$ cat config.mk
export PLATFORM = sky130hd
export DESIGN_NAME = phy_strap_latch
export DESIGN_NICKNAME = d
export VERILOG_FILES = /design/src/phy_strap_pkg.sv /design/src/bit_sync2.sv /design/src/phy_strap_latch.sv
export SDC_FILE = /design/constraint.sdc
export NUM_CORES = 1
export LEC_CHECK = 0
export BUFFER_PORTS_ARGS = -buffer_cell sky130_fd_sc_hd__buf_4
export CELL_PAD_IN_SITES_DETAIL_PLACEMENT = 0
export CELL_PAD_IN_SITES_GLOBAL_PLACEMENT = 2
export CORE_UTILIZATION = 35
export DETAILED_ROUTE_END_ITERATION = 16
export PLACE_DENSITY = 0.92
export REMOVE_ABC_BUFFERS = 1
export SLEW_MARGIN = 10
export SYNTH_ARGS = -nofsm -noshare
export SYNTH_HDL_FRONTEND = slang
export SYNTH_SLANG_ARGS = --single-unit
$ cat constraint.sdc
create_clock -name ref_clk -period 4.91 [get_ports ref_clk]
set_input_delay 0 -clock ref_clk [delete_from_list [all_inputs] [get_ports ref_clk]]
set_output_delay 0 -clock ref_clk [all_outputs]
set_load 0.01 [all_outputs]
$ cat src/phy_strap_pkg.sv
// Purpose: shared constants and carriers for the strap capture block
// Assumes: one 200 MHz reference clock, 16-bit management registers
// Notes: register offsets are 5-bit management addresses
`default_nettype none

package phy_strap_pkg;
	timeunit 1ns;
	timeprecision 100ps;

	// ==========================================================
	// clocking
	localparam int REF_CLK_KHZ = 200000;
	localparam int LINE_CLK_100_KHZ = 25000;
	localparam int LINE_CLK_10_KHZ = 2500;
	// half periods of the line clock, rounded down, at least one
	localparam logic [7:0] HALF_100 = 8'(REF_CLK_KHZ / (2 * LINE_CLK_100_KHZ));
	localparam logic [7:0] HALF_10 = 8'(REF_CLK_KHZ / (2 * LINE_CLK_10_KHZ));

	// ==========================================================
	// register map
	localparam logic [4:0] REG_CTRL = 5'h00;
	localparam logic [4:0] REG_ADV = 5'h04;
	localparam logic [4:0] REG_STRAP = 5'h10;

	localparam int CTRL_SPEED_BIT = 13;
	localparam int CTRL_NEG_BIT = 12;
	localparam int CTRL_DUPLEX_BIT = 8;
	localparam logic [15:0] CTRL_WMASK = 16'h3100;
	localparam logic [15:0] CTRL_RESET = 16'h3000;

	localparam int ADV_TX_FD_BIT = 8;
	localparam int ADV_TX_HD_BIT = 7;
	localparam int ADV_T_FD_BIT = 6;
	localparam int ADV_T_HD_BIT = 5;
	localparam logic [15:0] ADV_WMASK = 16'h01E0;
	localparam logic [15:0] ADV_RESET = 16'h01E1;

	// strap status register fields
	localparam int ST_ADDR_LSB = 0;
	localparam int ST_MODE_LSB = 5;
	localparam int ST_XOVER_BIT = 8;
	localparam int ST_RSVD_BIT = 9;
	localparam int ST_TEST_BIT = 10;
	localparam int ST_FILT_BIT = 11;
	localparam int ST_UNIQ_BIT = 12;
	localparam int ST_VALID_BIT = 15;

	// ==========================================================
	// strap decoding
	localparam logic [1:0] ADDR_HIGH_BITS = 2'h0;
	localparam logic [2:0] MODE_MII_NOXOVER = 3'h0;
	localparam logic [2:0] MODE_MII_XOVER_A = 3'h2;
	localparam logic [2:0] MODE_MII_XOVER_B = 3'h6;

	// ==========================================================
	// carriers
	typedef struct packed {
		logic [3:0] rxd;
		logic rxDv;
		logic crs;
		logic rxClk;
		logic rxErr;
		logic col;
		logic led0;
		logic led1;
		logic irq;
	} strapPins_s;

	typedef struct packed {
		logic valid;
		logic [4:0] mgmtAddr;
		logic [2:0] modeCode;
		logic autoCrossover;
		logic modeReserved;
		logic negEnable;
		logic speed100;
		logic fullDuplex;
		logic testModeEn;
		logic filterEn;
		logic addrZeroUnique;
	} strapCfg_s;

	typedef enum logic [1:0] {
		ST_SAMPLE = 2'b01,
		ST_RUN = 2'b10
	} strapState_e;

endpackage

`default_nettype wire

$ cat src/bit_sync2.sv
// Purpose: two-stage synchroniser for a bundle of pin levels
// Assumes: each bit is an independent level
// Notes: no reset, so it keeps tracking the pins while chip reset is low
`default_nettype none

module bit_sync2 #(
	parameter int WIDTH = 1
) (
	input wire logic ref_clk,
	input wire logic [WIDTH-1:0] async,
	output logic [WIDTH-1:0] synced
);
	timeunit 1ns;
	timeprecision 100ps;

	logic [WIDTH-1:0] meta;

	// ==========================================================
	// first stage is read only by the second stage
	always_ff @(posedge ref_clk) begin
		meta <= async;
		synced <= meta;
	end

endmodule

`default_nettype wire

$ cat src/phy_strap_latch.sv
// Purpose: strap capture at reset release, pin turnaround, MII timing
// Assumes: pins pass through bit_sync2 before use; regs on a plain port
// Notes: straps are taken once per reset, then pins become outputs
//
// Notes on behaviour
// (RL1) All strap pins are sampled at reset release and set the config.
// (RL2) Strap pins are inputs during reset and driven outputs afterwards, irq only while irqActive.
// (RL3) Address bits 2..0 come from three straps, bits 4..3 stay zero.
// (RL4) With pull levels only, the management address is 00001.
// (RL5) Mode 000 is MII without crossover, 010/110 with it, others reserved.
// (RL6) Mode bits 0,1,2 come from rx clock, carrier sense, rx valid pins.
// (RL7) The negotiation strap high enables it and loads control bit 12.
// (RL8) The speed strap high picks 100 Mbps and loads control bit 13.
// (RL9) The speed strap also sets the advertised 100 Mbps abilities.
// (RL10) The duplex strap is inverted into control bit 8; high is half.
// (RL11) The test-mode strap low enables the pin-chain test mode.
// (RL12) The filter strap high disables the emission filter.
// (RL13) The broadcast strap low makes address 0 a broadcast address.
// (RL14) Rx data follow the rx clock and are valid only with rx valid.
// (RL15) Tx data are taken on the tx clock and only while tx enable is high.
// (RL16) Latched straps hold until the next chip reset.
`default_nettype none

module phy_strap_latch
	import phy_strap_pkg::*;
(
	input wire logic ref_clk,
	input wire logic rst_n,
	// dual-purpose pins: input, output, output enable
	input wire phy_strap_pkg::strapPins_s pinIn,
	output phy_strap_pkg::strapPins_s pinOut,
	output phy_strap_pkg::strapPins_s pinOe,
	// transmit side pins: clock out to the MAC, enable and data from it
	output logic txClkPin,
	input wire logic txEnPin,
	input wire logic [3:0] txDataPin,
	// core side of the receive path
	input wire logic [3:0] rxData,
	input wire logic rxValid,
	input wire logic rxError,
	input wire logic carrierIn,
	input wire logic collisionIn,
	input wire logic led0On,
	input wire logic led1On,
	input wire logic irqActive,
	output logic rxTaken,
	// core side of the transmit path
	output logic [3:0] txNibble,
	output logic txNibbleValid,
	// latched configuration
	output phy_strap_pkg::strapCfg_s strapCfg,
	// register port
	input wire logic [4:0] regAddr,
	input wire logic [15:0] regWdata,
	input wire logic regWrite,
	input wire logic regRead,
	output logic [15:0] regRdata
);

	// time units only so benches mixing with this block agree on scale
	timeunit 1ns;
	timeprecision 100ps;
	import phy_strap_pkg::*;

	// ==========================================================
	// pin synchronisers
	strapPins_s pinSync;
	logic [4:0] txSync;

	bit_sync2 #(
		.WIDTH($bits(strapPins_s))
	) strapSync (
		.ref_clk(ref_clk),
		.async(pinIn),
		.synced(pinSync)
	);

	bit_sync2 #(
		.WIDTH(5)
	) txPinSync (
		.ref_clk(ref_clk),
		.async({txEnPin, txDataPin}),
		.synced(txSync)
	);

	// ==========================================================
	// strap phase
	strapState_e state_q;
	strapCfg_s cfg_q;
	strapCfg_s cfg_d;
	logic captureNow;

	assign captureNow = (state_q == ST_SAMPLE);

	// sampling runs on the first edge after release; pins are still
	// undriven then because the enables only rise on that same edge
	always_ff @(posedge ref_clk or negedge rst_n) begin
		if (!rst_n) begin
			state_q <= ST_SAMPLE;
		end else begin
			case (state_q)
				ST_SAMPLE: state_q <= ST_RUN;
				ST_RUN: state_q <= ST_RUN;
				default: state_q <= ST_SAMPLE;
			endcase
		end
	end

	// decode of the synchronised pin levels
	always_comb begin
		cfg_d = '0;
		cfg_d.valid = 1'b1;
		// address bits 2,1,0 on rxd1, rxd2, rxd3
		cfg_d.mgmtAddr = {ADDR_HIGH_BITS, pinSync.rxd[1], pinSync.rxd[2],
			pinSync.rxd[3]}; // [RL3] [RL4]
		cfg_d.modeCode = {pinSync.rxDv, pinSync.crs, pinSync.rxClk}; // [RL6]
		case (cfg_d.modeCode)
			MODE_MII_NOXOVER: begin
				cfg_d.autoCrossover = 1'b0; // [RL5]
				cfg_d.modeReserved = 1'b0;
			end
			MODE_MII_XOVER_A, MODE_MII_XOVER_B: begin
				cfg_d.autoCrossover = 1'b1; // [RL5]
				cfg_d.modeReserved = 1'b0;
			end
			default: begin
				cfg_d.autoCrossover = 1'b0;
				cfg_d.modeReserved = 1'b1; // [RL5]
			end
		endcase
		cfg_d.negEnable = pinSync.led0; // [RL7]
		cfg_d.speed100 = pinSync.led1; // [RL8]
		cfg_d.fullDuplex = ~pinSync.rxd[0]; // [RL10]
		cfg_d.testModeEn = ~pinSync.irq; // [RL11]
		cfg_d.filterEn = ~pinSync.rxErr; // [RL12]
		cfg_d.addrZeroUnique = pinSync.col; // [RL13]
	end

	// one capture per reset; later pin activity is ignored
	always_ff @(posedge ref_clk or negedge rst_n) begin
		if (!rst_n) begin
			cfg_q <= '0;
		end else if (captureNow) begin
			cfg_q <= cfg_d; // [RL1]
		end
	end // [RL16]

	// exported as is; users must qualify it with the valid bit
	assign strapCfg = cfg_q;

	// ==========================================================
	// management registers
	logic [15:0] ctrl_q;
	logic [15:0] adv_q;
	logic [15:0] strapStat;

	// control: straps load once, software may change later
	always_ff @(posedge ref_clk or negedge rst_n) begin
		if (!rst_n) begin
			ctrl_q <= CTRL_RESET;
		end else if (captureNow) begin
			ctrl_q <= CTRL_RESET;
			ctrl_q[CTRL_NEG_BIT] <= cfg_d.negEnable; // [RL7]
			ctrl_q[CTRL_SPEED_BIT] <= cfg_d.speed100; // [RL8]
			ctrl_q[CTRL_DUPLEX_BIT] <= cfg_d.fullDuplex; // [RL10]
		end else if (regWrite && regAddr == REG_CTRL) begin
			ctrl_q <= (regWdata & CTRL_WMASK) | (ctrl_q & ~CTRL_WMASK);
		end
	end

	// advertisement: a 10 Mbps strap withdraws the 100 Mbps abilities
	always_ff @(posedge ref_clk or negedge rst_n) begin
		if (!rst_n) begin
			adv_q <= ADV_RESET;
		end else if (captureNow) begin
			adv_q <= ADV_RESET;
			adv_q[ADV_TX_FD_BIT] <= cfg_d.speed100; // [RL9]
			adv_q[ADV_TX_HD_BIT] <= cfg_d.speed100; // [RL9]
		end else if (regWrite && regAddr == REG_ADV) begin
			adv_q <= (regWdata & ADV_WMASK) | (adv_q & ~ADV_WMASK);
		end
	end

	// read-only view of what was strapped
	always_comb begin
		strapStat = '0;
		strapStat[ST_ADDR_LSB +: 5] = cfg_q.mgmtAddr;
		strapStat[ST_MODE_LSB +: 3] = cfg_q.modeCode;
		strapStat[ST_XOVER_BIT] = cfg_q.autoCrossover;
		strapStat[ST_RSVD_BIT] = cfg_q.modeReserved;
		strapStat[ST_TEST_BIT] = cfg_q.testModeEn;
		strapStat[ST_FILT_BIT] = cfg_q.filterEn;
		strapStat[ST_UNIQ_BIT] = cfg_q.addrZeroUnique;
		strapStat[ST_VALID_BIT] = cfg_q.valid;
	end

	// read data only in the cycle after the strobe, zero otherwise
	always_ff @(posedge ref_clk or negedge rst_n) begin
		if (!rst_n) begin
			regRdata <= '0;
		end else if (regRead) begin
			case (regAddr)
				REG_CTRL: regRdata <= ctrl_q;
				REG_ADV: regRdata <= adv_q;
				REG_STRAP: regRdata <= strapStat;
				default: regRdata <= '0;
			endcase
		end else begin
			regRdata <= '0;
		end
	end

	// ==========================================================
	// line clock divider, rate from the control speed bit
	logic [7:0] phaseCnt_q;
	logic [7:0] halfLen;
	logic lineClk_q;
	logic phaseEnd;
	logic running;

	assign running = (state_q == ST_RUN);
	assign halfLen = ctrl_q[CTRL_SPEED_BIT] ? HALF_100 : HALF_10;
	assign phaseEnd = running && (phaseCnt_q >= halfLen - 8'h01);

	// a speed change takes effect in the current half period; a shorter one ends it at once
	always_ff @(posedge ref_clk or negedge rst_n) begin
		if (!rst_n) begin
			phaseCnt_q <= 8'h00;
		end else if (!running || phaseEnd) begin
			phaseCnt_q <= 8'h00;
		end else begin
			phaseCnt_q <= phaseCnt_q + 8'h01;
		end
	end

	always_ff @(posedge ref_clk or negedge rst_n) begin
		if (!rst_n) begin
			lineClk_q <= 1'b0;
		end else if (phaseEnd) begin
			lineClk_q <= ~lineClk_q;
		end
	end

	logic lineRise;
	logic lineFall;

	// single-cycle strobes at the internal line clock edges
	assign lineRise = phaseEnd && !lineClk_q;
	assign lineFall = phaseEnd && lineClk_q;

	// ==========================================================
	// receive path: data change on the falling half so the MAC
	// samples stable nibbles on the rising edge
	logic [3:0] rxd_q;
	logic rxDv_q;
	logic rxEr_q;

	always_ff @(posedge ref_clk or negedge rst_n) begin
		if (!rst_n) begin
			rxd_q <= 4'h0;
			rxDv_q <= 1'b0;
			rxEr_q <= 1'b0;
		end else if (lineFall) begin
			rxDv_q <= rxValid; // [RL14]
			rxd_q <= rxValid ? rxData : 4'h0; // [RL14]
			rxEr_q <= rxValid & rxError;
		end
	end

	always_ff @(posedge ref_clk or negedge rst_n) begin
		if (!rst_n) begin
			rxTaken <= 1'b0;
		end else begin
			rxTaken <= lineFall && rxValid;
		end
	end

	// ==========================================================
	// transmit path: MAC moves data at our rising edge, we take it
	// half a period later, well past the two sync stages
	// leaves one cycle ahead of the rx clock pin, which is re-registered
	always_ff @(posedge ref_clk or negedge rst_n) begin
		if (!rst_n) begin
			txClkPin <= 1'b0;
		end else if (lineRise) begin
			txClkPin <= 1'b1;
		end else if (lineFall) begin
			txClkPin <= 1'b0;
		end
	end

	always_ff @(posedge ref_clk or negedge rst_n) begin
		if (!rst_n) begin
			txNibble <= 4'h0;
			txNibbleValid <= 1'b0;
		end else begin
			txNibbleValid <= lineFall && txSync[4]; // [RL15]
			if (lineFall && txSync[4]) begin
				txNibble <= txSync[3:0]; // [RL15]
			end
		end
	end

	// ==========================================================
	// pin turnaround: no drive during reset, outputs once sampled
	strapPins_s out_d;

	always_comb begin
		out_d = '0;
		out_d.rxd = rxd_q;
		out_d.rxDv = rxDv_q;
		out_d.crs = carrierIn;
		out_d.rxClk = lineClk_q;
		out_d.rxErr = rxEr_q;
		out_d.col = collisionIn;
		out_d.led0 = ~led0On; // leds are active low
		out_d.led1 = ~led1On;
		out_d.irq = 1'b0; // open-drain style, only pulls low
	end

	// every pin leaves straight from a flop, so no glitches reach the MAC
	always_ff @(posedge ref_clk or negedge rst_n) begin
		if (!rst_n) begin
			pinOut <= '0;
		end else begin
			pinOut <= out_d;
		end
	end

	// enables rise on the capture edge, after the sample is taken
	always_ff @(posedge ref_clk or negedge rst_n) begin
		if (!rst_n) begin
			pinOe <= '0; // [RL2]
		end else begin
			pinOe <= '1; // [RL2]
			pinOe.irq <= irqActive;
		end
	end

endmodule

`default_nettype wire

==> out/results.txt <==
The flow ran to the end, and the final reports show no timing, DRC or antenna violations. Setup repair after global routing left no endpoint under its margin. The endpoint arrival time on the critical path was 2.49 ns; the area of the mapped netlist was 3674 um2. The number of global-route vias before repair is 2507, and the synthesized flop and latch total is 108. Summing all multi-input logic gate instances after layout gives 949.7 um2. The summed negative setup slack over all endpoints is 0 ns, and the routability-driven placement congestion ratio is 0.7768. The run gives 3.250 mm as the met1 routed wirelength after detailed routing. The depth of the most critical reg-to-reg path was 3.

The post-cts repair resize count is 0. The simple-gate portion of the synthesized area was 8.856%. The logs give 12.39 mm for the wire length of the first global-routing pass and 4 for the first-pass iteration count of the detailed router. CTS built an H-tree with a depth of 3. Dividing the final minimum period by the clock period gives 45.19%.

The class of the tightest hold or removal check was input port to flip-flop. Headroom to the max-slew limit came out at 23.44%. For this run, the top clock speed supported by timing is 450.7 MHz. After the last flow step, the layout net total stands at 471.

Once the floorplan was initialized, standard cells occupied 35.91% of the core. Among all stages on the critical path, the largest delay is contributed by sky130_fd_sc_hd__ha_1. The detailed-route vias per instance was 4.475; the post-route clock skew was 0.008491 ns. Dividing total power by cell area gives a power density of 381.1 nW/um2. The number of logic stages on the critical path including buffering works out to 3. The shortest clock period the worst path allows after layout was 2.219 ns; the post-route worst setup slack was 2.691 ns. Summing the sequential cell areas from Yosys gives 69.21% of the chip area. The type of the setup path with the least slack was flip-flop to flip-flop.

Across the run, the number of max-cap violations was 0. The worst setup path is launched from a flip-flop. At the worst endpoint, the required time is 5.18 ns.

Detailed placer's ending HPWL: 4.714 mm. The library cells used most frequently in the layout, excluding fill and tap cells, are sky130_fd_sc_hd__buf_4 (103), sky130_fd_sc_hd__dfrtp_1 (66), sky130_fd_sc_hd__dlygate4sd3_1 (45). The number of buffers inserted by port buffering was 103; the mean instance size in the synthesized netlist was 13.56 um2. The number of antenna violations at the first check in global routing is 0, and the overall overflow remaining after global route is 0. In this run the deepest clock path goes through 2 buffers. Leaving out fill and tap cells, the most frequent cell in the layout is sky130_fd_sc_hd__buf_4. The critical path ends at strapCfg[7]. The maximum net fanout on the critical path is 28, and the biggest cell delay along the critical path is 0.91 ns. In the global route stage, overall resource usage came out at 14.82%.

The source-to-sink clock delay at the later pin of the worst-skew pair is 0.37 ns, and the buffer and inverter count on the worst path is 1. Entering global routing, the biggest net connects 75 pins. Summing the areas of all fa, ha and maj instances in the mapped netlist gives 1.703% of the synthesized area. The run gives 271 as the number of cells produced by synthesis. The number of pins exceeding their max-slew limit in the final report is 0. Summing the areas of all compound-gate instances in the mapped netlist gives 7.119% of the synthesized area. The routed layout has 2479 vias. The worst register-to-register path begins at state_q[0]. 0 antenna diodes ended up in the layout. The run gives 3.621 mm as the detailed route wirelength on metal2. TritonCTS built the clock tree. The top routing layer in use was met4.

The logs give 2.69 ns for the slack of the worst reg-to-reg path and 0 for the hold violation count in the final report. The parity-gate share of the synthesized area counting xor and xnor cells was 0.9537%; the worst hold slack was 0.03435 ns. Buffers added to address setup during post-CTS repair amount to 0.

The overall power of the completed layout is 1.963 mW, and the actual transition at the worst max-transition pin is 1.148 ns. The analysis attributes to cell leakage a power of 2.389 nW. The floorplan step defined a die boundary enclosing 10910 um2. The run gives 117 as the number of primary I/O pins. The area growth from synthesis to layout is 40.22%.

Wires add up to 7.425 mm. In this run the remaining antenna-violating nets after routing total 0. The number of DRC markers in iteration 0 came out at 73.

For the area used by sequential logic in the layout, the log shows 2542 um2. For the post-synthesis cell type count, the log shows 41. For the met3 layer wire length in the routed design, the log shows 350 um. Traced cell by cell, the critical path runs through ha_1, inv_1, o31ai_1.

In the routed design, unresolved DRC markers number 0. CTS placed an instance of sky130_fd_sc_hd__clkbuf_8 at the clock tree root. Clock-pin slew was measured on the worst setup and hold paths at 0.09 ns. From left edge to right edge, the die measures 104.5 um.

The post-synthesis mux area share was 6.608%. The height of the die came out at 104.5 um. The family with the most delay on the worst path was adder cells.

After filler insertion, the fill cell instance count of the layout stands at 895. During synthesis, Yosys emitted a total of 0 warnings. The number of sinks handled by clock tree synthesis is 108.

The most critical setup path has its startpoint at state_q[0]. The largest voltage drop on the vdd net is 178.3 uV. Number of setup violations in the final report: 0. STA classifies the critical path endpoint as a flip-flop. The core region is 10230 um2.

Timing analysis after detailed placement gives a worst setup slack of 2.643 ns. The largest family of logic cells by synthesized area is simple AND/OR/NAND/NOR gates. The number of buffers inserted during clock tree synthesis was 9; the share of final-layout standard cells stronger than drive strength 1 was 35.65%. The reg-to-reg critical path endpoint was strapCfg[7]. After detailed routing, the average wire length per cell comes to 13.40 um. The floorplan has 37 rows.
worst min-delay path, stage by stage:
cell,delay (ns)
sky130_fd_sc_hd__buf_4,0.09
sky130_fd_sc_hd__nor3_2,0.08
sky130_fd_sc_hd__nand2_2,0.14
sky130_fd_sc_hd__nor2_1,0.06
where the power goes:
part	switching, mW	total [mW]	internal [mW]	leakage [nW]
clock	0.282	0.547	0.265	0.0998
sequential	0.0613	1.07	1.01	1.19
combinational	0.147	0.343	0.196	1.09
registers in the layout, indices dropped and copies added, names as in the netlist, 2 cells and up:
signal / cells
strapSync.meta: 12
adv_q: 5
pinOut: 11
txPinSync.synced: 5
strapCfg: 15
rxd_q: 4
phaseCnt_q: 8
txNibble: 4
ctrl_q: 3
regRdata: 14
pinOe: 2
state_q: 2
strapSync.synced: 12
txPinSync.meta: 5
metrics by stage:
stage | instance area, um2 | cells | util, %
after floorplan | 3552 | 254 | -
after global placement | 4496 | 493 | 43.94
after detailed placement | 4496 | 493 | 43.94
after CTS | 5151 | 554 | 50.35
after global routing | 5151 | 554 | 50.35
final | 5151 | 554 | 50.35
cells in the mapped netlist:
library cell / number / area, um2
sky130_fd_sc_hd__mux2_4: 1 / 15.01
sky130_fd_sc_hd__o31ai_1: 3 / 22.52
sky130_fd_sc_hd__nand2_1: 10 / 37.54
sky130_fd_sc_hd__and2_2: 1 / 7.510
sky130_fd_sc_hd__nor3_1: 3 / 15.01
sky130_fd_sc_hd__conb_1: 2 / 7.510
sky130_fd_sc_hd__o21ai_0: 5 / 25.02
sky130_fd_sc_hd__or2_2: 2 / 12.51
sky130_fd_sc_hd__dfrtp_1: 66 / 1652
sky130_fd_sc_hd__or3_1: 3 / 18.77
sky130_fd_sc_hd__a2bb2oi_1: 1 / 8.760
sky130_fd_sc_hd__nor2b_1: 3 / 18.77
sky130_fd_sc_hd__nor3_2: 1 / 10.01
sky130_fd_sc_hd__and2_1: 6 / 37.54
sky130_fd_sc_hd__a21oi_1: 6 / 30.03
sky130_fd_sc_hd__mux2i_1: 7 / 70.07
sky130_fd_sc_hd__a31oi_1: 3 / 18.77
sky130_fd_sc_hd__buf_4: 15 / 112.6
sky130_fd_sc_hd__nand4_1: 4 / 25.02
sky130_fd_sc_hd__a22oi_1: 6 / 45.04
sky130_fd_sc_hd__o311a_1: 3 / 30.03
sky130_fd_sc_hd__a31oi_4: 2 / 42.54
sky130_fd_sc_hd__o31ai_4: 1 / 21.27
sky130_fd_sc_hd__and3_1: 1 / 6.260
sky130_fd_sc_hd__a41oi_1: 2 / 17.52
sky130_fd_sc_hd__nand3_1: 4 / 20.02
sky130_fd_sc_hd__ha_1: 5 / 62.56
sky130_fd_sc_hd__nand2b_1: 2 / 12.51
sky130_fd_sc_hd__nor4_1: 2 / 12.51
sky130_fd_sc_hd__nor2_1: 16 / 60.06
sky130_fd_sc_hd__nor3_4: 1 / 16.27
sky130_fd_sc_hd__nand2_2: 1 / 6.260
sky130_fd_sc_hd__dfxtp_1: 34 / 680.7
sky130_fd_sc_hd__dfstp_2: 8 / 210.2
sky130_fd_sc_hd__xnor2_1: 1 / 8.760
sky130_fd_sc_hd__nor4b_1: 1 / 8.760
sky130_fd_sc_hd__buf_2: 1 / 5.000
sky130_fd_sc_hd__xor2_1: 3 / 26.28
sky130_fd_sc_hd__clkbuf_1: 5 / 18.77
sky130_fd_sc_hd__inv_1: 16 / 60.06
sky130_fd_sc_hd__mux2_2: 14 / 157.7
per-layer routing:
layer  up-vias  GRT usage (%)
met1      1197          17.86
met2        89          24.50
li1       1180              -
met4         0          9.388
met3        13          2.632
met5         -              0
worst min path at each step:
stage | from | to | slack (ns) | cells past startpoint
6_report | regAddr[3] | regRdata[0] | 0.03 | 4
3_5_place_dp | txDataPin[2] | txPinSync.meta[2] | 0.11 | 1
2_1_floorplan | rst_n | ctrl_q[8] | -0.30 | 0
4_1_cts | regAddr[3] | adv_q[5] | 0.009 | 4
3_3_place_gp | pinIn[1] | strapSync.meta[1] | 0.10 | 1
5_1_grt | regAddr[3] | regRdata[6] | 0.04 | 4
timing repair:
| item | in CTS | in global routing |
|---|---|---|
| hold endpoints to repair | 108 | 0 |
| setup endpoints to repair | 0 | 0 |
| hold buffers | 45 | 0 |
logic make-up after synthesis:
| kind of cell | after synthesis |
|---|---|
| muxes | 22 |
| AOI/OAI and AO/OA | 32 |
| adders and majority gates | 5 |
| DFF | 108 |
| and+or+nand+nor | 61 |
| other | 2 |
| buffers and inverters | 37 |
| xor gates and xnor gates | 4 |
area by class of cell:
class	instances	area share, %
Clock inverter	3	0.8987
Timing Repair Buffer	148	23.76
Sequential cell	108	49.36
Inverter	16	1.166
Tap cell	136	3.303
Multi-Input combinational cell	130	18.44
Clock buffer	13	3.085
No activity file was read; power rests on OpenSTA's default activity.
